--- config.mk ---
export PLATFORM = sky130hd
export DESIGN_NAME = dtr_engine
export DESIGN_NICKNAME = d
export VERILOG_FILES = /design/src/dtr_bank_timer.v /design/src/dtr_engine.v
export VERILOG_INCLUDE_DIRS = /design/src
export SDC_FILE = /design/constraint.sdc
export NUM_CORES = 1
export LEC_CHECK = 0
export ABC_AREA = 0
export BUFFER_PORTS_ARGS = -buffer_cell sky130_fd_sc_hd__buf_2
export CORE_ASPECT_RATIO = 1.25
export CORE_MARGIN = 3
export CORE_UTILIZATION = 45
export CTS_BUF_LIST = sky130_fd_sc_hd__clkbuf_2 sky130_fd_sc_hd__clkbuf_4 sky130_fd_sc_hd__clkbuf_8
export DETAILED_ROUTE_END_ITERATION = 8
export SYNTH_ARGS = -nofsm -noshare
export SYNTH_HDL_FRONTEND = slang
export SYNTH_SLANG_ARGS = --single-unit
--- constraint.sdc ---
create_clock -name sys_clk -period 4.2 [get_ports sys_clk]
set_input_delay 1.05 -clock sys_clk [delete_from_list [all_inputs] [get_ports sys_clk]]
set_output_delay 1.05 -clock sys_clk [all_outputs]
set_load 0.02 [all_outputs]
--- src/dtr_consts.vh ---
// Constants for the SDRAM command timing and refresh engine
`ifndef DTR_CONSTS_VH
`define DTR_CONSTS_VH

// ----------------------------------------
// Command codes
// ----------------------------------------
`define DTR_CMD_NOP   3'h0
`define DTR_CMD_ACT   3'h1
`define DTR_CMD_PRE   3'h2
`define DTR_CMD_PALL  3'h3
`define DTR_CMD_RD    3'h4
`define DTR_CMD_WR    3'h5
`define DTR_CMD_REF   3'h6
`define DTR_CMD_SREF  3'h7

// ----------------------------------------
// Refresh stagger groups (chip select masks)
// ----------------------------------------
`define DTR_GRP0      4'h1
`define DTR_GRP1      4'h2
`define DTR_GRP2      4'hC
`define DTR_ALL_CS    4'hF
`define DTR_STG_LAST  2'h2

// ----------------------------------------
// Burst and launch figures
// ----------------------------------------
`define DTR_BLEN_4    4'h4
`define DTR_BLEN_8    4'h8
`define DTR_BCYC_4    3'h2
`define DTR_BCYC_8    3'h4
`define DTR_WL_BASE   2'h1
`define DTR_A10_BIT   10
`define DTR_FULL_BYTE 8'hFF

`endif

--- src/dtr_bank_timer.v ---
// Per chip select open-row tracking and inter-command timers
`timescale 1ns/1ps
`default_nettype none

module dtr_bank_timer #(
	parameter CW = 5,
	parameter RW = 14,
	parameter PW = 10
) (
	input  wire          sys_clk,
	input  wire          reset,
	input  wire          tick,
	input  wire          act,
	input  wire          pchg,
	input  wire          acc,
	input  wire          wr_done,
	input  wire [RW-1:0] row_in,
	input  wire [CW-1:0] act_to_act_cycles,
	input  wire [CW-1:0] act_to_pchg_cycles,
	input  wire [CW-1:0] act_to_rdwr_cycles,
	input  wire [CW-1:0] pchg_to_act_cycles,
	input  wire [CW-1:0] write_recovery_cycles,
	input  wire [CW-1:0] write_to_read_cycles,
	input  wire [PW-1:0] page_hold_count,
	output reg           open_r,
	output reg  [RW-1:0] row_r,
	output wire          can_act,
	output wire          can_pchg,
	output wire          can_rdwr,
	output wire          can_rd,
	output wire          page_expired
);

	reg [CW-1:0] aa_r;
	reg [CW-1:0] ap_r;
	reg [CW-1:0] ar_r;
	reg [CW-1:0] pa_r;
	reg [CW-1:0] wrc_r;
	reg [CW-1:0] wtr_r;
	reg [PW-1:0] pg_r;

	localparam [CW-1:0] CW_ONE = {{(CW-1){1'b0}}, 1'b1};
	localparam [PW-1:0] PW_ONE = {{(PW-1){1'b0}}, 1'b1};

	// ----------------------------------------
	// Interval checks: an interval loaded with N allows the command N ticks later
	// ----------------------------------------
	assign can_act      = (aa_r <= 1) && (pa_r <= 1) && !open_r;
	assign can_pchg     = open_r && (ap_r <= 1) && (wrc_r <= 1);
	assign can_rdwr     = (ar_r <= 1);
	assign can_rd       = (wtr_r <= 1);
	assign page_expired = open_r && (pg_r == {PW{1'b0}});

	// ----------------------------------------
	// Counters in memory clock cycles
	// ----------------------------------------
	always @(posedge sys_clk)
	begin
		if (reset)
		begin
			open_r <= 1'b0;
			row_r  <= {RW{1'b0}};
			aa_r   <= {CW{1'b0}};
			ap_r   <= {CW{1'b0}};
			ar_r   <= {CW{1'b0}};
			pa_r   <= {CW{1'b0}};
			wrc_r  <= {CW{1'b0}};
			wtr_r  <= {CW{1'b0}};
			pg_r   <= {PW{1'b0}};
		end
		else if (tick)
		begin
			if (act)
			begin
				open_r <= 1'b1;
				row_r  <= row_in;
				aa_r   <= act_to_act_cycles;
				ap_r   <= act_to_pchg_cycles;
				ar_r   <= act_to_rdwr_cycles;
			end
			else
			begin
				if (aa_r != {CW{1'b0}})
					aa_r <= aa_r - CW_ONE;
				if (ap_r != {CW{1'b0}})
					ap_r <= ap_r - CW_ONE;
				if (ar_r != {CW{1'b0}})
					ar_r <= ar_r - CW_ONE;
			end
			if (pchg)
			begin
				open_r <= 1'b0;
				pa_r   <= pchg_to_act_cycles;
			end
			else if (pa_r != {CW{1'b0}})
				pa_r <= pa_r - CW_ONE;
			if (act || acc)
				pg_r <= page_hold_count;
			else if (pg_r != {PW{1'b0}})
				pg_r <= pg_r - PW_ONE;
		end
		if (!reset && wr_done)
		begin
			wrc_r <= write_recovery_cycles;
			wtr_r <= write_to_read_cycles;
		end
		else if (!reset && tick)
		begin
			if (wrc_r != {CW{1'b0}})
				wrc_r <= wrc_r - CW_ONE;
			if (wtr_r != {CW{1'b0}})
				wtr_r <= wtr_r - CW_ONE;
		end
	end

endmodule

`default_nettype wire

--- src/dtr_engine.v ---
// SDRAM command timing and refresh engine
//
// How it works
// - Single-beat read runs whole burst, extras dropped
// - Short writes mask beats; ECC partial write does RMW
// - Short read always runs its full burst
// - Intervals whole cycles; column latency in halves
// - Activate-to-activate spacing per chip select
// - Activate-to-precharge spacing enforced
// - Activate-to-read/write spacing enforced
// - Page timer reloads on access, expiry precharges
// - Read data expected column plus additive latency
// - Precharge-to-activate/refresh spacing enforced
// - Refresh every interval; posted count sets rounds
// - Refresh recovery plus extension holds off activates
// - Write recovery before precharge after last beat
// - Write-to-read spacing after last write pair
// - Write launch delayed quarter steps after one cycle
// - Registered DIMM adds one write data cycle
// - Refresh waits for running transaction to finish
// - Refresh: finish, precharge open, then auto-refresh
// - Three fixed staggered groups, never shortened
// - Self-refresh entry: one command, all chip selects
// - Commands launched on memory clock rising edge
// - Burst four; eight only for first generation
// - All banks precharged before auto-refresh
// - Page hold zero closes page after access
`timescale 1ns/1ps
`include "dtr_consts.vh"
`default_nettype none

module dtr_engine #(
	parameter CW = 5,
	parameter RW = 14,
	parameter PW = 10,
	parameter IW = 16,
	parameter LW = 10
) (
	input  wire          sys_clk,
	input  wire          reset,
	input  wire          mem_clk,
	input  wire          mem_en,
	input  wire          ddr2_mode,
	input  wire          burst8_en,
	input  wire          ecc_en,
	input  wire          registered_dimm_en,
	input  wire          sleep_req,
	input  wire [CW-1:0] act_to_act_cycles,
	input  wire [CW-1:0] act_to_pchg_cycles,
	input  wire [CW-1:0] act_to_rdwr_cycles,
	input  wire [CW-1:0] pchg_to_act_cycles,
	input  wire [CW-1:0] write_recovery_cycles,
	input  wire [CW-1:0] write_to_read_cycles,
	input  wire [CW-1:0] refresh_recovery_cycles,
	input  wire [2:0]    refresh_recovery_extension,
	input  wire [PW-1:0] page_hold_count,
	input  wire [IW-1:0] refresh_interval_count,
	input  wire [2:0]    posted_refresh_count,
	input  wire [3:0]    column_latency_setting,
	input  wire [2:0]    additive_latency,
	input  wire [2:0]    write_data_delay,
	input  wire          req_valid,
	input  wire          req_write,
	input  wire [1:0]    req_cs,
	input  wire [2:0]    req_bank,
	input  wire [RW-1:0] req_row,
	input  wire [LW-1:0] req_col,
	input  wire [1:0]    req_beats,
	input  wire [7:0]    req_byte_en,
	output reg           req_ready_r,
	output reg  [2:0]    cmd_code_r,
	output reg  [3:0]    cmd_cs_r,
	output reg  [2:0]    cmd_bank_r,
	output reg  [RW-1:0] cmd_addr_r,
	output reg  [7:0]    rd_keep_mask_r,
	output reg           read_expect_r,
	output reg  [7:0]    write_byte_masks_r,
	output reg  [7:0]    wr_beat_mask_r,
	output reg           wr_launch_r,
	output reg           refresh_pending_r,
	output reg           self_refresh_r
);

	localparam [2:0] S_IDLE    = 3'h0;
	localparam [2:0] S_ACCESS  = 3'h1;
	localparam [2:0] S_BURST   = 3'h2;
	localparam [2:0] S_REF_PRE = 3'h3;
	localparam [2:0] S_REF_WT  = 3'h4;
	localparam [2:0] S_REF_AR  = 3'h5;
	localparam [2:0] S_REF_REC = 3'h6;
	localparam [2:0] S_SREF    = 3'h7;

	function [3:0] grp_mask;
		input [1:0] stg;
		begin
			case (stg)
				2'h0:    grp_mask = `DTR_GRP0;
				2'h1:    grp_mask = `DTR_GRP1;
				default: grp_mask = `DTR_GRP2;
			endcase
		end
	endfunction

	function [1:0] first_set;
		input [3:0] v;
		begin
			if (v[0])
				first_set = 2'h0;
			else if (v[1])
				first_set = 2'h1;
			else if (v[2])
				first_set = 2'h2;
			else
				first_set = 2'h3;
		end
	endfunction

	// ----------------------------------------
	// Memory clock sampling and period measurement
	// ----------------------------------------
	reg       mem_s1_r;
	reg       mem_s2_r;
	reg       mem_s3_r;
	reg [7:0] per_cnt_r;
	reg [7:0] per_r;
	wire      mem_rise = mem_s2_r & ~mem_s3_r;
	wire      mem_edge = mem_s2_r ^ mem_s3_r;

	always @(posedge sys_clk)
	begin
		if (reset)
		begin
			mem_s1_r  <= 1'b0;
			mem_s2_r  <= 1'b0;
			mem_s3_r  <= 1'b0;
			per_cnt_r <= 8'h00;
			per_r     <= 8'h00;
		end
		else
		begin
			mem_s1_r <= mem_clk;
			mem_s2_r <= mem_s1_r;
			mem_s3_r <= mem_s2_r;
			if (mem_rise)
			begin
				per_r     <= per_cnt_r + 8'h01;
				per_cnt_r <= 8'h00;
			end
			else if (per_cnt_r != 8'hFF)
				per_cnt_r <= per_cnt_r + 8'h01;
		end
	end

	// ----------------------------------------
	// Request holding registers and burst masks
	// ----------------------------------------
	reg [2:0]    state_r;
	reg [2:0]    state_nxt;
	reg          q_pend_r;
	reg          q_write_r;
	reg          rmw_rd_r;
	reg [1:0]    q_cs_r;
	reg [2:0]    q_bank_r;
	reg [RW-1:0] q_row_r;
	reg [LW-1:0] q_col_r;
	reg [1:0]    q_beats_r;
	reg [7:0]    q_bytes_r;
	wire         accept    = req_valid & req_ready_r;
	wire         long_bst  = burst8_en & ~ddr2_mode;
	wire [3:0]   blen      = long_bst ? `DTR_BLEN_8 : `DTR_BLEN_4;
	wire [2:0]   burst_cyc = long_bst ? `DTR_BCYC_8 : `DTR_BCYC_4;
	wire [7:0]   keep_w;

	genvar g;
	generate
		for (g = 0; g < 8; g = g + 1)
		begin : gen_keep
			localparam [3:0] BI = g;
			assign keep_w[g] = ({2'b00, q_beats_r} >= BI) && (BI < blen);
		end
	endgenerate

	// ----------------------------------------
	// Per chip select timers
	// ----------------------------------------
	reg  [2:0]      cmd_nxt;
	reg  [3:0]      cs_nxt;
	reg  [RW-1:0]   addr_nxt;
	wire [3:0]      open_v;
	wire [3:0]      can_act_v;
	wire [3:0]      can_pchg_v;
	wire [3:0]      can_rdwr_v;
	wire [3:0]      can_rd_v;
	wire [3:0]      exp_v;
	wire [4*RW-1:0] row_v;
	reg  [1:0]      wcs_r;
	reg             brst_wr_r;
	wire            wr_done;

	generate
		for (g = 0; g < 4; g = g + 1)
		begin : gen_bank
			localparam [1:0] CI = g;
			dtr_bank_timer #(
				.CW (CW),
				.RW (RW),
				.PW (PW)
			) u_bank (
				.sys_clk               (sys_clk),
				.reset                 (reset),
				.tick                  (mem_rise),
				.act                   (cmd_nxt == `DTR_CMD_ACT && cs_nxt[g]),
				.pchg                  ((cmd_nxt == `DTR_CMD_PRE || cmd_nxt == `DTR_CMD_PALL)
				                        && cs_nxt[g]),
				.acc                   ((cmd_nxt == `DTR_CMD_RD || cmd_nxt == `DTR_CMD_WR)
				                        && cs_nxt[g]),
				.wr_done               (wr_done && wcs_r == CI),
				.row_in                (q_row_r),
				.act_to_act_cycles     (act_to_act_cycles),
				.act_to_pchg_cycles    (act_to_pchg_cycles),
				.act_to_rdwr_cycles    (act_to_rdwr_cycles),
				.pchg_to_act_cycles    (pchg_to_act_cycles),
				.write_recovery_cycles (write_recovery_cycles),
				.write_to_read_cycles  (write_to_read_cycles),
				.page_hold_count       (page_hold_count),
				.open_r                (open_v[g]),
				.row_r                 (row_v[g*RW +: RW]),
				.can_act               (can_act_v[g]),
				.can_pchg              (can_pchg_v[g]),
				.can_rdwr              (can_rdwr_v[g]),
				.can_rd                (can_rd_v[g]),
				.page_expired          (exp_v[g])
			);
		end
	endgenerate

	// ----------------------------------------
	// Refresh interval, recovery and read/write launch timing
	// ----------------------------------------
	reg  [IW-1:0] ref_cnt_r;
	reg  [CW:0]   rec_cnt_r;
	reg  [2:0]    rnd_r;
	reg  [1:0]    stg_r;
	reg           sref_mode_r;
	reg           ref_clr;
	reg           rec_load;
	reg  [4:0]    rd_cnt_r;
	reg           rd_wait_r;
	reg  [1:0]    wl_cnt_r;
	reg           wl_wait_r;
	reg  [8:0]    dly_cnt_r;
	reg           dly_wait_r;
	reg  [2:0]    brst_cnt_r;
	wire          rec_ok     = (rec_cnt_r <= 1);
	wire [CW:0]   rec_total  = {1'b0, refresh_recovery_cycles}
	                           + {{(CW-2){1'b0}}, refresh_recovery_extension};
	wire [4:0]    lat_half   = {1'b0, column_latency_setting}
	                           + {1'b0, additive_latency, 1'b0};
	wire [8:0]    dly_total  = {3'h0, per_r[7:2]} * {6'h00, write_data_delay};
	wire          burst_done = mem_rise && (brst_cnt_r == 3'h1);
	wire          ref_set    = mem_rise && (ref_cnt_r <= 1);
	assign wr_done = burst_done & brst_wr_r;

	// ----------------------------------------
	// Command selection, evaluated for the next rising edge
	// ----------------------------------------
	wire [RW-1:0] sel_row   = row_v[q_cs_r*RW +: RW];
	wire          sel_open  = open_v[q_cs_r];
	wire          rd_phase  = ~q_write_r | rmw_rd_r;
	wire [3:0]    exp_ready = exp_v & can_pchg_v;
	wire [3:0]    pre_mask  = grp_mask(stg_r) & open_v;

	always @*
	begin
		state_nxt = state_r;
		cmd_nxt   = `DTR_CMD_NOP;
		cs_nxt    = 4'h0;
		addr_nxt  = {RW{1'b0}};
		ref_clr   = 1'b0;
		rec_load  = 1'b0;
		case (state_r)
			S_IDLE:
			begin
				if (refresh_pending_r || sleep_req)
					state_nxt = S_REF_PRE;
				else if (q_pend_r && rec_ok)
					state_nxt = S_ACCESS;
				else if (exp_ready != 4'h0)
				begin
					cmd_nxt = `DTR_CMD_PRE;
					cs_nxt  = 4'h1 << first_set(exp_ready);
				end
			end
			S_ACCESS:
			begin
				if (sel_open && sel_row == q_row_r)
				begin
					if (can_rdwr_v[q_cs_r] && (!rd_phase || can_rd_v[q_cs_r]))
					begin
						cmd_nxt   = rd_phase ? `DTR_CMD_RD : `DTR_CMD_WR;
						cs_nxt    = 4'h1 << q_cs_r;
						addr_nxt  = {{(RW-LW){1'b0}}, q_col_r};
						state_nxt = S_BURST;
					end
				end
				else if (sel_open)
				begin
					if (can_pchg_v[q_cs_r])
					begin
						cmd_nxt = `DTR_CMD_PRE;
						cs_nxt  = 4'h1 << q_cs_r;
					end
				end
				else if (can_act_v[q_cs_r] && rec_ok)
				begin
					cmd_nxt  = `DTR_CMD_ACT;
					cs_nxt   = 4'h1 << q_cs_r;
					addr_nxt = q_row_r;
				end
			end
			S_BURST:
			begin
				if (burst_done)
					state_nxt = rmw_rd_r ? S_ACCESS : S_IDLE;
			end
			S_REF_PRE:
			begin
				if (stg_r != 2'h0 || (&(can_pchg_v | ~open_v)))
				begin
					if (pre_mask != 4'h0)
					begin
						cmd_nxt = `DTR_CMD_PALL;
						cs_nxt  = pre_mask;
						addr_nxt[`DTR_A10_BIT] = 1'b1;
					end
					if (stg_r == `DTR_STG_LAST)
						state_nxt = S_REF_WT;
				end
			end
			S_REF_WT:
			begin
				if (&can_act_v)
				begin
					if (sref_mode_r)
					begin
						cmd_nxt   = `DTR_CMD_SREF;
						cs_nxt    = `DTR_ALL_CS;
						state_nxt = S_SREF;
					end
					else
						state_nxt = S_REF_AR;
				end
			end
			S_REF_AR:
			begin
				cmd_nxt = `DTR_CMD_REF;
				cs_nxt  = grp_mask(stg_r);
				ref_clr = 1'b1;
				if (stg_r == `DTR_STG_LAST)
				begin
					rec_load  = 1'b1;
					state_nxt = S_REF_REC;
				end
			end
			S_REF_REC:
			begin
				if (rec_ok)
					state_nxt = (rnd_r != 3'h0) ? S_REF_AR : S_IDLE;
			end
			S_SREF:
			begin
				if (!sleep_req)
				begin
					rec_load  = 1'b1;
					state_nxt = S_REF_REC;
				end
			end
			default:
				state_nxt = S_IDLE;
		endcase
	end

	// ----------------------------------------
	// State, command outputs and request handling
	// ----------------------------------------
	always @(posedge sys_clk)
	begin
		if (reset)
		begin
			state_r           <= S_IDLE;
			cmd_code_r        <= `DTR_CMD_NOP;
			cmd_cs_r          <= 4'h0;
			cmd_bank_r        <= 3'h0;
			cmd_addr_r        <= {RW{1'b0}};
			req_ready_r       <= 1'b0;
			q_pend_r          <= 1'b0;
			q_write_r         <= 1'b0;
			rmw_rd_r          <= 1'b0;
			q_cs_r            <= 2'h0;
			q_bank_r          <= 3'h0;
			q_row_r           <= {RW{1'b0}};
			q_col_r           <= {LW{1'b0}};
			q_beats_r         <= 2'h0;
			q_bytes_r         <= `DTR_FULL_BYTE;
			stg_r             <= 2'h0;
			rnd_r             <= 3'h0;
			sref_mode_r       <= 1'b0;
			self_refresh_r    <= 1'b0;
			rd_keep_mask_r    <= 8'h00;
			write_byte_masks_r <= 8'h00;
			wr_beat_mask_r    <= 8'h00;
			wcs_r             <= 2'h0;
		end
		else
		begin
			req_ready_r <= mem_en & ~q_pend_r & ~accept;
			if (accept)
			begin
				q_pend_r  <= 1'b1;
				q_write_r <= req_write;
				rmw_rd_r  <= req_write & ecc_en & (req_byte_en != `DTR_FULL_BYTE);
				q_cs_r    <= req_cs;
				q_bank_r  <= req_bank;
				q_row_r   <= req_row;
				q_col_r   <= req_col;
				q_beats_r <= req_beats;
				q_bytes_r <= req_byte_en;
			end
			if (mem_rise)
			begin
				state_r        <= state_nxt;
				cmd_code_r     <= cmd_nxt;
				cmd_cs_r       <= cs_nxt;
				cmd_bank_r     <= q_bank_r;
				cmd_addr_r     <= addr_nxt;
				self_refresh_r <= (state_nxt == S_SREF);
				if (state_r == S_BURST && burst_done)
				begin
					if (rmw_rd_r)
						rmw_rd_r <= 1'b0;
					else
						q_pend_r <= 1'b0;
				end
				if (cmd_nxt == `DTR_CMD_RD)
					rd_keep_mask_r <= keep_w;
				if (cmd_nxt == `DTR_CMD_WR)
				begin
					wcs_r          <= q_cs_r;
					wr_beat_mask_r <= ~keep_w;
					write_byte_masks_r <= (!ecc_en && q_beats_r == 2'h0) ? ~q_bytes_r : 8'h00;
				end
				if (state_r == S_IDLE && state_nxt == S_REF_PRE)
				begin
					sref_mode_r <= ~refresh_pending_r;
					rnd_r       <= posted_refresh_count;
				end
				if (state_r == S_REF_REC && state_nxt == S_REF_AR)
					rnd_r <= rnd_r - 3'h1;
				if (state_r == S_SREF && state_nxt == S_REF_REC)
					rnd_r <= 3'h0;
				if ((state_r == S_REF_PRE && (state_nxt != state_r || stg_r != 2'h0
				     || (&(can_pchg_v | ~open_v)))) || state_r == S_REF_AR)
					stg_r <= (stg_r == `DTR_STG_LAST) ? 2'h0 : stg_r + 2'h1;
			end
		end
	end

	// ----------------------------------------
	// Refresh request, recovery, read latency and write launch counters
	// ----------------------------------------
	always @(posedge sys_clk)
	begin
		if (reset)
		begin
			ref_cnt_r         <= {IW{1'b0}};
			refresh_pending_r <= 1'b0;
			rec_cnt_r         <= {(CW+1){1'b0}};
			rd_cnt_r          <= 5'h00;
			rd_wait_r         <= 1'b0;
			read_expect_r     <= 1'b0;
			wl_cnt_r          <= 2'h0;
			wl_wait_r         <= 1'b0;
			dly_cnt_r         <= 9'h000;
			dly_wait_r        <= 1'b0;
			wr_launch_r       <= 1'b0;
			brst_cnt_r        <= 3'h0;
			brst_wr_r         <= 1'b0;
		end
		else
		begin
			if (mem_rise)
				ref_cnt_r <= (ref_cnt_r <= 1) ? refresh_interval_count
				                              : ref_cnt_r - {{(IW-1){1'b0}}, 1'b1};
			refresh_pending_r <= ref_set | (refresh_pending_r & ~(mem_rise & ref_clr));
			if (mem_rise && rec_load)
				rec_cnt_r <= rec_total;
			else if (mem_rise && rec_cnt_r != {(CW+1){1'b0}})
				rec_cnt_r <= rec_cnt_r - {{CW{1'b0}}, 1'b1};
			read_expect_r <= 1'b0;
			if (mem_rise && cmd_nxt == `DTR_CMD_RD)
			begin
				rd_cnt_r  <= lat_half;
				rd_wait_r <= 1'b1;
			end
			else if (rd_wait_r && mem_edge)
			begin
				rd_cnt_r <= rd_cnt_r - 5'h01;
				if (rd_cnt_r <= 5'h01)
				begin
					rd_wait_r     <= 1'b0;
					read_expect_r <= 1'b1;
				end
			end
			if (mem_rise && cmd_nxt == `DTR_CMD_WR)
			begin
				wl_cnt_r  <= registered_dimm_en ? `DTR_WL_BASE + 2'h1 : `DTR_WL_BASE;
				wl_wait_r <= 1'b1;
			end
			else if (wl_wait_r && mem_rise)
			begin
				wl_cnt_r <= wl_cnt_r - 2'h1;
				if (wl_cnt_r == 2'h1)
				begin
					wl_wait_r  <= 1'b0;
					dly_wait_r <= 1'b1;
					dly_cnt_r  <= dly_total;
				end
			end
			wr_launch_r <= 1'b0;
			if (dly_wait_r)
			begin
				if (dly_cnt_r == 9'h000)
				begin
					dly_wait_r  <= 1'b0;
					wr_launch_r <= 1'b1;
				end
				else
					dly_cnt_r <= dly_cnt_r - 9'h001;
			end
			if (read_expect_r && !brst_wr_r)
				brst_cnt_r <= burst_cyc;
			else if (wr_launch_r)
				brst_cnt_r <= burst_cyc;
			else if (mem_rise && brst_cnt_r != 3'h0)
				brst_cnt_r <= brst_cnt_r - 3'h1;
			if (mem_rise && cmd_nxt == `DTR_CMD_WR)
				brst_wr_r <= 1'b1;
			else if (mem_rise && cmd_nxt == `DTR_CMD_RD)
				brst_wr_r <= 1'b0;
		end
	end

endmodule

`default_nettype wire

# After elaboration in Yosys (flattened, before gate mapping)
# Index checks and enable logic that the tools add are counted.
[totals] regBits=386 elab_cells=609 input_bits=127 output_inout_bits=53
[classes] n_reduce_logical=199 n_eq_ne=27 shift=3 order_cmp=35 addsub=39 mul=2 bitwise_logic=28 muxes=199
[ops] op="5-bit 2-to-1 mux" count=66
[ops] op="5-bit by 1-bit <= comparator with 1-bit output (second input constant)" count=25
[ops] op="5-bit by 1-bit subtractor with 5-bit output (second input constant)" count=25
[ops] op="5-bit nonzero test" count=24
[ops] op="10-bit 2-to-1 mux" count=10
[ops] op="3-bit 2-to-1 mux" count=25
[ops] op="2-bit AND reduction" count=35
[ops] op="1-bit logical AND" count=64
[ops] op="2-bit nonzero test" count=31
[ops] op="56-bit by 7-bit indexed part select with 14-bit output" count=1
[ops] op="4-bit 2-to-1 mux" count=13
[ops] op="1-bit 2-to-1 mux" count=45
[ops] op="9-bit 2-to-1 mux" count=5
[ops] op="14-bit 2-to-1 mux" count=3
[ops] op="10-bit zero test" count=4
[ops] op="10-bit nonzero test" count=4
[ops] op="10-bit by 1-bit subtractor with 10-bit output (second input constant)" count=4
[ops] op="2-bit 2-to-1 mux" count=17
[ops] op="3-bit equality test (second input constant)" count=9
[ops] op="3-bit one-hot mux with 8 select lines" count=1
[ops] op="4-bit one-hot mux with 5 select lines" count=1
[ops] op="16-bit by 1-bit <= comparator with 1-bit output (second input constant)" count=1
[ops] op="16-bit 2-to-1 mux" count=1
[ops] op="8-bit != test (second input constant)" count=2
[ops] op="50 further kinds" count=116

# Depth between registers and ports, before layout
# Gate-level depths: netlist (run 1).
[logic_depth] word_depth=20 mapped_depth=15 depth_no_buf=13

# Cells and area by module
# A second synthesis (run 1) with hierarchy kept.
[unflattened] cells_unflattened=2760 area_unflattened_um2=21843.4
[modules_own_cells] mod="dtr_bank_timer" area_each_um2=3096.7 seq_area_each_um2=1101.1 n_inst=4 cells_per_inst=400
[modules_own_cells] mod="dtr_engine" area_each_um2=9456.6 seq_area_each_um2=3203.1 n_inst=1 cells_per_inst=1160

# Least setup slack after synthesis (run 1)
# Ideal clock, no wire load.
[synth_path] path_type="input-to-reg" start="input port write_data_delay[2]" end="register dly_cnt_r[7]" required_ps=4081 n_path_buf=0 arrival_time_ps=2992 cell_stages=10 setup_slack_ps=1089 setup_ps=119 path_cell_list="nand2_1 fa_1 inv_1 ha_1 a21o_1 a21o_1 a21o_1 a21oi_1 xnor2_1 o221a_2"
[synth_between] elab_chain_len=6
[synth_rtl] item="start: declaration" line="dtr_engine.v:61" source="input wire [2:0] write_data_delay,"
[synth_rtl] item="6-bit by 3-bit multiplier with 9-bit output (*)" line="dtr_engine.v:259" source="wire [8:0] dly_total = {3'h0, per_r[7:2]} * {6'h00, write_data_delay};"
[synth_rtl] item="9-bit 2-to-1 mux (*)" line="dtr_engine.v:522" source="if (wl_cnt_r == 2'h1)"
[synth_rtl] item="9-bit 2-to-1 mux (*)" line="dtr_engine.v:519" source="else if (wl_wait_r && mem_rise)"
[synth_rtl] item="9-bit 2-to-1 mux (*)" line="dtr_engine.v:514" source="if (mem_rise && cmd_nxt == `DTR_CMD_WR)"
[synth_rtl] item="9-bit 2-to-1 mux" line="dtr_engine.v:532" source="if (dly_cnt_r == 9'h000)"
[synth_rtl] item="9-bit 2-to-1 mux (*)" line="dtr_engine.v:530" source="if (dly_wait_r)"
[synth_rtl] item="end signal: assignment" line="dtr_engine.v:526" source="dly_cnt_r <= dly_total;"
[synth_rtl] item="end signal: assignment" line="dtr_engine.v:538" source="dly_cnt_r <= dly_cnt_r - 9'h001;"
[synth_rtl] item="end: declaration" line="dtr_engine.v:251" source="reg [8:0] dly_cnt_r;"
# Every way passes the cells marked *; elsewhere a longest branch is shown, timed or not.
# A chain may end at the register's enable or synchronous reset.

# Final worst setup path (run 1)
[layout_path] start="register gen_bank[0].u_bank.pg_r[0]" end="register gen_bank[2].u_bank.open_r"
[layout_between] elab_chain_len=16 word_cells_on_any_way=27 cone_classes="3 x eq/ne; 1 x shift; 14 x mux; 1 x bitwise; 8 x reduce/logical"
[layout_rtl] item="start: declaration" line="dtr_bank_timer.v:40" source="reg [PW-1:0] pg_r;"
[layout_rtl] item="start signal: assignment" line="dtr_bank_timer.v:69" source="pg_r <= {PW{1'b0}};"
[layout_rtl] item="start signal: assignment" line="dtr_bank_timer.v:98" source="pg_r <= page_hold_count;"
[layout_rtl] item="start signal: assignment" line="dtr_bank_timer.v:100" source="pg_r <= pg_r - PW_ONE;"
[layout_rtl] item="10-bit zero test (*)" line="dtr_bank_timer.v:52" source="assign page_expired = open_r && (pg_r == {PW{1'b0}});"
[layout_rtl] item="1-bit logical AND (*)" line="dtr_bank_timer.v:52"
[layout_rtl] item="4-bit AND (*)" line="dtr_engine.v:270" source="wire [3:0] exp_ready = exp_v & can_pchg_v;"
[layout_rtl] item="2-bit 2-to-1 mux" line="dtr_engine.v:107" source="if (v[0])"
[layout_rtl] item="2-bit 2-to-1 mux" line="dtr_engine.v:288" source="else if (exp_ready != 4'h0)"
[layout_rtl] item="2-bit 2-to-1 mux" line="dtr_engine.v:286" source="else if (q_pend_r && rec_ok)"
[layout_rtl] item="2-bit 2-to-1 mux" line="dtr_engine.v:284" source="if (refresh_pending_r || sleep_req)"
[layout_rtl] item="2-bit 2-to-1 mux" line="dtr_engine.v:281" source="case (state_r)"
[layout_rtl] item="1-bit by 2-bit left shift with 4-bit output" line="dtr_engine.v:291" source="cs_nxt = 4'h1 << first_set(exp_ready);"
[layout_rtl] item="4-bit 2-to-1 mux" line="dtr_engine.v:288"
[layout_rtl] item="4-bit 2-to-1 mux" line="dtr_engine.v:286"
[layout_rtl] item="4-bit 2-to-1 mux" line="dtr_engine.v:284"
[layout_rtl] item="4-bit one-hot mux with 5 select lines" line="dtr_engine.v:281"
[layout_rtl] item="1-bit logical AND (on tied branches)" line="dtr_engine.v:213, dtr_engine.v:212"
[layout_rtl] item="2-bit nonzero test (no line)"
[layout_rtl] item="2-bit AND reduction (no line)"
[layout_rtl] item="end signal: assignment" line="dtr_bank_timer.v:61" source="open_r <= 1'b0;"
[layout_rtl] item="end signal: assignment" line="dtr_bank_timer.v:75" source="open_r <= 1'b1;"
[layout_rtl] item="end signal: assignment" line="dtr_bank_timer.v:92" source="open_r <= 1'b0;"
[layout_rtl] item="end: declaration" line="dtr_bank_timer.v:25" source="output reg open_r,"
# Every way passes the cells marked *; elsewhere a longest branch is shown, timed or not. The select of a mux whose other input is x is not followed.

==> flow_summary_export.csv, run 1 <==
group,metric,value,unit
outcome,status,"finished, final reports clean",
layout,utilization,0.523,
worst_setup_path,path_class,"reg2reg",
synthesis,seq_area_frac_synth,0.354,
layout,nFillCells,4599,
synthesis,synthAdderAreaFrac,0.0676,
synthesis,synth_area_leaders,"dfxtp_1, nand2_1, ha_1",
grt,grt_pass1_wl,104000,um
placed_design,io_buffers,174,
routing,dr.pass1.iters,5,
clocking,holdBufCountCts,0,
synthesis,synth_top_area_frac,0.354,
grt,antenna_found_initial,2,
worst_setup_path,crit_path_end_kind,"flop",
synthesis,synth_compound_area_frac,0.211,
routing,met3_wirelength,3560,um
clocking,cts_root_buf,"clkbuf_8",
synthesis,synth_top_family_by_area,"simple AND/OR/NAND/NOR gates",
synthesis,ys_ff_latch,380,
synthesis,synth_edf_count,0,
worst_setup_path,cpMaxStageDelayCell,"or4b_1",
pwr,p_seq_frac,0.428,
sta,period_minus_slack,3.90,ns
worst_setup_path,crit_required,4.70,ns
worst_setup_path,critical_path_arrival,4.40,ns
worst_setup_path,cp-endpoint,"gen_bank[2].u_bank.open_r$_SDFFE_PP0P_",
pwr,powerDensity,360,nW/um2
pwr,peakVddDrop,0.218,mV
placed_design,dp.cells,3423,
floorplanning,dieArea,50500,um2
synthesis,synth.largest_area_cell,"dfxtp_1",
worst_setup_path,r2r_start,"gen_bank[0].u_bank.pg_r[0]$_SDFFE_PP0P_",
pwr,power.total,8.79,mW
routing,routed-via-count,20376,
floorplanning,fp.dieH,250,um
placed_design,dp_slack,0.399,ns
grt,overflow,0,
sta,max_freq,256,MHz
clocking,path_clk_slew,0.06,ns
clocking,cts_made_buffers,68,
job,drv_cap,0,
min_path,worstHoldStart,"cmd_addr_r[6]$_SDFFE_PP0P_",
layout,stdcell_count,3546,
pwr,p_comb_frac,0.135,
layout,area_delta_synth_final,13.5,%
layout,nNetsFinal,3102,
clocking,clock_latency,0.65,ns
synthesis,synth_cells,2733,
pwr,power.static_leakage,9.64,nW
floorplanning,coreArea,46700,um2
worst_setup_path,cpMostUsedCell,"nand2_1",
routing,ant_nets,0,
sta,worst_clock_skew,0.0348,ns
placed_design,dpl.hpwl,46000,um
sta,fin_setup_tns,0,ns
pwr,internal_power,6.37,mW
worst_setup_path,cp_max_fo,18,
routing,wl_met1,27900,um
routing,remaining_drc_errors,0,
min_path,hold_path_class,"reg2reg",
synthesis,synthXorXnorAreaFrac,0.0297,
sta,hold_slack,0.450,ns
worst_setup_path,critPathMaxStageDelay,0.62,ns
synthesis,synth-main-ff-cell,"dfxtp_1",
sta,slew_violations,0,
synthesis,synthSimpleGateAreaFrac,0.233,
routing,routed_wl,65400,um
worst_setup_path,critPathLaunch,"gen_bank[0].u_bank.pg_r[0]$_SDFFE_PP0P_",
pwr,switching_share,0.275,
worst_setup_path,worst_setup_path_start_kind,"flop",
synthesis,muxShareOfSynthArea,0.0480,
routing,wl_met2,31700,um
sta,rsz0062_at_grt,"false",
clocking,cts.sinks,380,
sta,hold_violations,0,
clocking,cts_max_level,3,
clocking,clock_path_buffers,3,
routing,wire_per_inst,18.4,um
routing,highest_layer,"met4",
sta,setup-violations-final,0,
synthesis,yosys_warnings,0,
floorplanning,boundaryPins,180,
clocking,cts_tree,"yes",
synthesis,synth_area,21500,um2
synthesis,avgSynthCellArea,7.87,um2
grt,grt_start_max_net_pins,185,
clocking,ctsResizeCount,0,
sta,worst_slew_pin_slew,1.16,ns
pwr,power.share.clock,0.437,
floorplanning,initial_core_util,0.461,
worst_setup_path,crit_chain,"inv_1 > ha_1 > nor4b_2 > or4b_1 > o31a_1 > a31o_2 > a21oi_2 > nand2_1 > nand2_1 > nor2_2 > buf_4 > o21ai_0 > nor2_1",
sta,finalCritPeriodShare,0.928,
synthesis,ys_async_sr_fraction,0,
worst_setup_path,timing.rr.end,"gen_bank[2].u_bank.open_r$_SDFFE_PP0P_",
placed_design,gp_congestion,0.927,
layout,drive_gt1_frac,0.139,
placed_design,placed_area,22900,um2
floorplanning,chipWidth,202,um
grt,grt_pass1_vias,19495,
clocking,post-cts-setup-buffers,0,
grt,grtUsageTotal,0.251,
worst_setup_path,ff2ff_path_depth,13,
sta,timing.slew.headroom,0.223,
pwr,p_sw,2.42,mW
floorplanning,rows,88,
routing,drt_iter0_drc,1544,
routing,routed_via_density,5.75,
synthesis,synth_cell_types,90,
worst_setup_path,ff2ff_setup_slack,0.30,ns
sta,fin_ws,0.301,ns
layout,design_area,24400,um2
## power groups by stage
stage               registers (mW)  logic [mW]  clock network (mW)
detailed placement            3.84        1.18                   0
floorplan                     3.81       0.854                   0
CTS                           3.76        1.19                3.95
finish                        3.76        1.19                3.84
global placement              3.84        1.16                   0
global route                  3.78        1.33                4.12
## sequential cells by signal, indices dropped and copies added (netlist names), 16 cells and up
name and flops:
gen_bank.u_bank.wtr_r 20, gen_bank.u_bank.aa_r 20, gen_bank.u_bank.ar_r 20, gen_bank.u_bank.ap_r 20, gen_bank.u_bank.wrc_r 20, ref_cnt_r 16
gen_bank.u_bank.pg_r 40, gen_bank.u_bank.row_r 56, gen_bank.u_bank.pa_r 20
## area by class of cell
class	count	area [um2]	share of cell area
repair buffers	226	1300	0.0531
flip-flops and latches	380	7610	0.312
diodes	2	5.00	0.000205
multi-input cells	2063	12700	0.521
clock inverters	8	77.6	0.00318
clock buffers	113	1450	0.0594
inverters	124	465	0.0191
well taps	630	788	0.0323
## cell usage after synthesis, drive strengths merged, types with 18 or more instances
master and number:
a211oi 43, a21o 27, a21oi 219, a221oi 21
a22o 25, a22oi 34, a2bb2oi 18, a31oi 23
and2 28, buf 58, clkbuf 112, dfxtp 380
ha 105, inv 121, mux2i 78, nand2 416
nand3 95, nor2 252, nor2b 24, nor3 99
nor4 27, o21ai 159, o31ai 27, or3 23
xnor2 46, xor2 27
## logic make-up after synthesis
group	Yosys count
xor gates and xnor gates	73
and+or+nand+nor	1079
buffers and inverters	294
muxes	93
other	1
DFF	380
AOI/OAI and AO/OA	701
adders and majority gates	112
## worst min-delay path by stage
stage | depth (start not counted) | slack, ns | end
CTS | 2 | 0.45 | rd_keep_mask_r[0]$_SDFFE_PP0N_
floorplan | 1 | 0.41 | mem_s2_r$_SDFF_PP0_
global placement | 2 | 0.43 | rd_keep_mask_r[0]$_SDFFE_PP0N_
detailed placement | 1 | 0.43 | mem_s2_r$_SDFF_PP0_
finish | 2 | 0.45 | cmd_addr_r[6]$_SDFFE_PP0P_
global route | 2 | 0.47 | gen_bank[3].u_bank.row_r[11]$_SDFFE_PP0P_
## layer usage
layer  track usage  vias to the layer above
met3        0.0400                      133
met1         0.317                     9733
li1              -                     9939
met4         0.104                        0
met2         0.428                      571
met5             0                        -
## cells in the final DEF (no fill, tap or decap), types with 10 or more instances in the layout
master     count
nand2_1      414
dfxtp_1      379
nor2_1       249
a21oi_1      217
buf_2        173
o21ai_0      154
inv_1        121
ha_1         104
nor3_1        98
clkbuf_8      96
nand3_1       93
mux2i_1       78
buf_4         50
xnor2_1       46
a211oi_1      43
a22oi_1       34
xor2_1        27
o31ai_1       27
a21o_1        27
nor4_1        26
and2_1        26
a22o_1        25
nor2b_1       24
a31oi_1       23
or3_1         23
a221oi_1      21
nand4_1       17
a2bb2oi_1     17
o21bai_1      17
clkbuf_4      17
or4_1         15
and3_1        15
o211ai_1      13
nand2b_1      12
nor3b_1       12
a311oi_1      10
## critical path, delay by kind of cell, from the launching register on
| family | cells | cell delay, ns |
|---|---|---|
| compound gates | 4 | 1.27 |
| simple gates | 6 | 1.69 |
| buf+inv | 2 | 0.30 |
| fa+ha+maj | 1 | 0.20 |
| flops | 1 | 0.32 |
No activity file was read; power rests on OpenSTA's default activity.
==> run 2, diff against run 1 <==
--- a/config.mk
+++ b/config.mk
@@ -13,6 +13,7 @@
 export CORE_UTILIZATION = 45
 export CTS_BUF_LIST = sky130_fd_sc_hd__clkbuf_2 sky130_fd_sc_hd__clkbuf_4 sky130_fd_sc_hd__clkbuf_8
 export DETAILED_ROUTE_END_ITERATION = 8
+export GPL_TIMING_DRIVEN = 0
 export SYNTH_ARGS = -nofsm -noshare
 export SYNTH_HDL_FRONTEND = slang
 export SYNTH_SLANG_ARGS = --single-unit
==> run 2 against run 1 <==
  * Register-to-register slack got worse by 0.16 ns
  * Critical path depth shrank 1
  * Worst hold slack got worse by 0.0043 ns
  * Die area did not move
  * Clock power shrank 5.2%
  * Wire length increased by 27%
  * Sequential share of layout area down 0.29 points
  * Setup slack worse by 0.16 ns
  * Via count increased by 6.5%
  * Critical endpoint is now gen_bank[2].u_bank.pa_r[0]$_SDFFE_PP0P_
  * Largest cell class unchanged
  * Highest routed layer is now met5
==> flow_summary_export.csv, run 2 (synthesis gave the netlist of run 1 again) <==
group,metric,value,unit
layout,area_delta_synth_final,14.5,%
worst_setup_path,critPathLaunch,"q_cs_r[0]$_SDFFE_PP0P_",
min_path,worstHoldStart,"mem_s1_r$_SDFF_PP0_",
layout,largest_reg_flops,56,
min_path,hold_path_class,"reg2reg",
worst_setup_path,ff2ff_path_depth,12,
sta,hold_slack,0.445,ns
grt,grt_start_max_net_pins,11,
floorplanning,boundaryPins,180,
job,drv_cap,0,
layout,nFillCells,4646,
placed_design,gp_congestion,0.954,
sta,worst_clock_skew,0.0341,ns
sta,finalCritPeriodShare,0.965,
worst_setup_path,crit_required,4.72,ns
sta,setup-violations-final,0,
clocking,cts.sinks,380,
layout,nNetsFinal,3221,
floorplanning,chipWidth,202,um
routing,routed_wl,83100,um
routing,ant_nets,0,
pwr,peakVddDrop,0.221,mV
worst_setup_path,critical_path_arrival,4.58,ns
layout,layout_commonest_cell,"nand2_1",
routing,wire_per_inst,22.7,um
grt,grtUsageTotal,0.316,
sta,slew_violations,0,
floorplanning,rows,88,
sta,timing.slew.headroom,0.113,
sta,rsz0062_at_grt,"true",
routing,drt_iter0_drc,1789,
worst_setup_path,crit_path_end_kind,"flop",
layout,design_area,24600,um2
routing,dr.pass1.iters,8,
layout,utilization,0.528,
worst_setup_path,timing.rr.end,"gen_bank[2].u_bank.pa_r[0]$_SDFFE_PP0P_",
routing,remaining_drc_errors,0,
worst_setup_path,worst_setup_path_start_kind,"flop",
pwr,powerDensity,356,nW/um2
sta,worst_slew_pin_slew,1.33,ns
outcome,status,"finished, final reports clean",
worst_setup_path,path_class,"reg2reg",
floorplanning,coreArea,46700,um2
layout,most-common-layout-cells,"nand2_1, dfxtp_1, nor2_1",
worst_setup_path,cp-endpoint,"gen_bank[2].u_bank.pa_r[0]$_SDFFE_PP0P_",
sta,max_freq,247,MHz
layout,multi_input_area,12700,um2
placed_design,placed_area,23200,um2
clocking,path_clk_slew,0.06,ns
pwr,power.total,8.77,mW
routing,routed_via_density,5.92,
clocking,cts_max_level,3,
worst_setup_path,r2r_start,"q_cs_r[0]$_SDFFE_PP0P_",
grt,grt_pass1_wl,123000,um
grt,grt_pass1_vias,20542,
clocking,cts_made_buffers,68,
worst_setup_path,ff2ff_setup_slack,0.15,ns
clocking,holdBufCountCts,0,
clocking,cts_root_buf,"clkbuf_8",
sta,hold_violations,0,
layout,drive_gt1_frac,0.130,
grt,overflow,0,
floorplanning,fp.dieH,250,um
placed_design,dpl.hpwl,61300,um
routing,routed-via-count,21700,
layout,top_register,"gen_bank.u_bank.row_r",
pwr,power.static_leakage,9.66,nW
worst_setup_path,cp_max_fo,10,
floorplanning,dieArea,50500,um2
layout,seq_area,7610,um2
placed_design,io_buffers,173,
grt,antenna_found_initial,3,
clocking,clock_latency,0.67,ns
clocking,clock_path_buffers,3,
floorplanning,initial_core_util,0.461,
clocking,cts_tree,"yes",
layout,reg.largest.list,"gen_bank.u_bank.row_r: 56 flops, gen_bank.u_bank.pg_r: 40 flops",
sta,period_minus_slack,4.05,ns
## run 2: changes by cell type in the layout (fill, tap and decap cells not counted), sizes merged
| cell | previous run | this run |
|---|---|---|
| inv | 124 | 122 |
| buf | 226 | 232 |
| clkbuf | 113 | 216 |
| clkinvlp | 2 | 5 |
| clkinv | 5 | 12 |
## run 2: worst max-delay path: stages, from the launching register on
cell      delay, ns
dfxtp_1        0.34
buf_6          0.16
buf_2          0.23
inv_1          0.50
o211ai_1       0.20
a211o_1        0.37
a211oi_1       0.33
and2_1         0.26
nand2_2        0.24
a31oi_1        0.62
nor2_1         0.20
nor2_1         0.31
o32ai_1        0.14
## run 2: through the flow
stage	instances	setup TNS [ns]	setup WS, ns
2_1_floorplan	2737	0	1.09
6_report	3663	0	0.145
4_1_cts	3659	0	0.0615
3_3_place_gp	3540	-5.83	-0.246
5_1_grt	3662	-0.117	-0.0526
3_5_place_dp	3540	-12.83	-0.272
## run 2: repair_timing
action	CTS	global route
hold endpoints to repair	0	0
setup endpoints to repair	121	52
setup buffers	0	2
pin swaps	0	1
gates resized for setup	7	12
## run 2: final cells by class
| class | count | area share |
|---|---|---|
| Multi-Input combinational cell | 2063 | 0.517 |
| Sequential cell | 380 | 0.309 |
| Clock buffer | 103 | 0.0514 |
| Timing Repair Buffer | 175 | 0.0358 |
| Tap cell | 630 | 0.0320 |
| Buffer | 170 | 0.0307 |
| Inverter | 124 | 0.0189 |
| Clock inverter | 16 | 0.00503 |
| Antenna cell | 2 | 0.000203 |
## run 2: report_power, final
group          switching, mW  internal, mW  total, mW
Combinational          0.896         0.476       1.37
Sequential            0.0699          3.68       3.75
Clock                   1.65          1.99       3.64
## run 2: how the worst min path moves through the flow
| stage | end | cells past startpoint | slack [ns] |
|---|---|---|---|
| 3_5_place_dp | mem_s2_r$_SDFF_PP0_ | 1 | 0.43 |
| 3_3_place_gp | mem_s2_r$_SDFF_PP0_ | 1 | 0.43 |
| 6_report | mem_s2_r$_SDFF_PP0_ | 1 | 0.45 |
| 4_1_cts | mem_s2_r$_SDFF_PP0_ | 1 | 0.45 |
| 5_1_grt | q_col_r[6]$_SDFFE_PP0P_ | 2 | 0.47 |
| 2_1_floorplan | mem_s2_r$_SDFF_PP0_ | 1 | 0.41 |
## run 2: routing by layer
layer / share of wire / routed length, um / global-route usage
met5: 0.00031 / 26 / 0
met2: 0.48 / 40000 / 0.541
met3: 0.074 / 6140 / 0.0473
met1: 0.40 / 33300 / 0.393
met4: 0.043 / 3620 / 0.144
==> run 3, diff against run 2 <==
--- a/config.mk
+++ b/config.mk
@@ -14,6 +14,7 @@
 export CTS_BUF_LIST = sky130_fd_sc_hd__clkbuf_2 sky130_fd_sc_hd__clkbuf_4 sky130_fd_sc_hd__clkbuf_8
 export DETAILED_ROUTE_END_ITERATION = 8
 export GPL_TIMING_DRIVEN = 0
+export RECOVER_POWER = 25
 export SYNTH_ARGS = -nofsm -noshare
 export SYNTH_HDL_FRONTEND = slang
 export SYNTH_SLANG_ARGS = --single-unit
==> run 3 against run 2 <==
  * Global-route usage unchanged
  * Die area unchanged
  * Combinational power is essentially flat
  * Clock power about the same
  * Critical path depth unchanged
  * Largest power group unchanged
==> flow_summary_export.csv, run 3 (synthesis gave the netlist of run 1 again) <==
group,metric,value,unit
outcome,status,"finished, final reports clean",
layout,reg.largest.list,"gen_bank.u_bank.row_r: 56 flops, gen_bank.u_bank.pg_r: 40 flops",
sta,hold_slack,0.444,ns
routing,ant_nets,0,
sta,finalCritPeriodShare,0.977,
clocking,cts_root_buf,"clkbuf_8",
sta,hold_violations,0,
sta,rsz0062_at_grt,"true",
min_path,hold_path_class,"reg2reg",
clocking,cts_tree,"yes",
sta,worst_slew_pin_slew,1.33,ns
worst_setup_path,crit_path_end_kind,"flop",
clocking,cts_max_level,3,
layout,drive_gt1_frac,0.114,
floorplanning,dieArea,50500,um2
worst_setup_path,crit_chain,"buf_6 > buf_2 > inv_1 > o211ai_1 > a211o_1 > a211oi_1 > and2_1 > nand2_2 > a31oi_1 > nor2_1 > nor2_1 > o32ai_1",
grt,grt_pass1_vias,20542,
grt,grt_start_max_net_pins,11,
layout,largest_reg_flops,56,
clocking,clock_latency,0.67,ns
floorplanning,boundaryPins,180,
floorplanning,chipWidth,202,um
worst_setup_path,worst_setup_path_start_kind,"flop",
worst_setup_path,cpMaxStageDelayCell,"a31oi_1",
layout,stdcell_count,3663,
routing,routed_via_density,5.95,
worst_setup_path,cp_max_fo,10,
routing,routed-via-count,21786,
worst_setup_path,critPathMaxStageDelay,0.62,ns
placed_design,dpl.hpwl,61300,um
floorplanning,coreArea,46700,um2
routing,drt_iter0_drc,1906,
floorplanning,initial_core_util,0.461,
layout,top_register,"gen_bank.u_bank.row_r",
sta,period_minus_slack,4.10,ns
clocking,path_clk_slew,0.06,ns
placed_design,io_buffers,173,
worst_setup_path,path_class,"reg2reg",
pwr,power.total,8.77,mW
clocking,cts_made_buffers,68,
pwr,powerDensity,357,nW/um2
worst_setup_path,critical_path_arrival,4.63,ns
placed_design,placed_area,23200,um2
grt,overflow,0,
sta,slew_violations,0,
floorplanning,fp.dieH,250,um
layout,layout_commonest_cell,"nand2_1",
grt,antenna_found_initial,3,
grt,grt_pass1_wl,123000,um
sta,setup-violations-final,0,
routing,wire_per_inst,22.7,um
sta,max_freq,244,MHz
clocking,cts.sinks,380,
placed_design,gp_congestion,0.954,
grt,grtUsageTotal,0.316,
worst_setup_path,cpMostUsedCell,"nor2_1",
placed_design,dp.cells,3540,
sta,worst_clock_skew,0.0288,ns
routing,dr.pass1.iters,5,
floorplanning,rows,88,
layout,nNetsFinal,3221,
routing,remaining_drc_errors,0,
layout,most-common-layout-cells,"nand2_1, dfxtp_1, nor2_1",
sta,timing.slew.headroom,0.115,
clocking,clock_path_buffers,3,
worst_setup_path,crit_required,4.72,ns
routing,routed_wl,83200,um
clocking,holdBufCountCts,0,
job,drv_cap,0,
layout,area_delta_synth_final,14.3,%
pwr,power.static_leakage,9.45,nW
pwr,peakVddDrop,0.222,mV
layout,design_area,24600,um2
run 3: worst max-delay path: cells and delay by family (launching register included):
family / cells / cell delay [ns]
compound gates: 5 / 1.69
simple gates: 4 / 1.04
buf+inv: 3 / 0.90
flops: 1 / 0.34
run 3: what timing repair did:
action	in CTS	in global routing
setup buffers	0	2
pin swaps	0	1
gates resized for setup	7	12
endpoints found under the setup margin	121	52
run 3: metrics by stage:
step	utilization	setup slack (ns)	setup TNS (ns)
floorplan	-	1.09	0
global placement	0.496	-0.246	-5.83
detailed placement	0.496	-0.272	-12.83
CTS	0.527	0.0615	0
global route	0.526	-0.0526	-0.117
finish	0.526	0.0967	0
run 3: metal layers:
layer	vias to the layer above	wire length (um)	global-route usage
li1	10174	-	-
met1	10553	33900	0.393
met2	840	40000	0.541
met3	215	5570	0.0473
met4	4	3700	0.144
met5	-	26	0
run 3: where the power goes:
part           total [mW]  internal, mW  switching, mW
Sequential           3.75          3.68         0.0700
Clock                3.65          1.99           1.66
Combinational        1.37         0.475          0.897
run 3: final timing paths:
kind                                                                end  depth (start not counted)  slack, ns                    from
worst min register to register                      mem_s2_r$_SDFF_PP0_                          1       0.44     mem_s1_r$_SDFF_PP0_
worst max register to register  gen_bank[2].u_bank.pa_r[0]$_SDFFE_PP0P_                         12        0.1  q_cs_r[0]$_SDFFE_PP0P_
worst max-delay path            gen_bank[2].u_bank.pa_r[0]$_SDFFE_PP0P_                         12        0.1  q_cs_r[0]$_SDFFE_PP0P_
worst min-delay path                                mem_s2_r$_SDFF_PP0_                          1       0.44     mem_s1_r$_SDFF_PP0_
run 3: area by class of cell:
cell class                      instances  area, um2
Antenna cell                            2       5.00
Buffer                                170        756
Clock buffer                          103       1270
Clock inverter                         16        124
Fill cell                            4667      22100
Inverter                              124        467
Multi-Input combinational cell       2063      12700
Sequential cell                       380       7610
Tap cell                              630        788
Timing Repair Buffer                  175        821
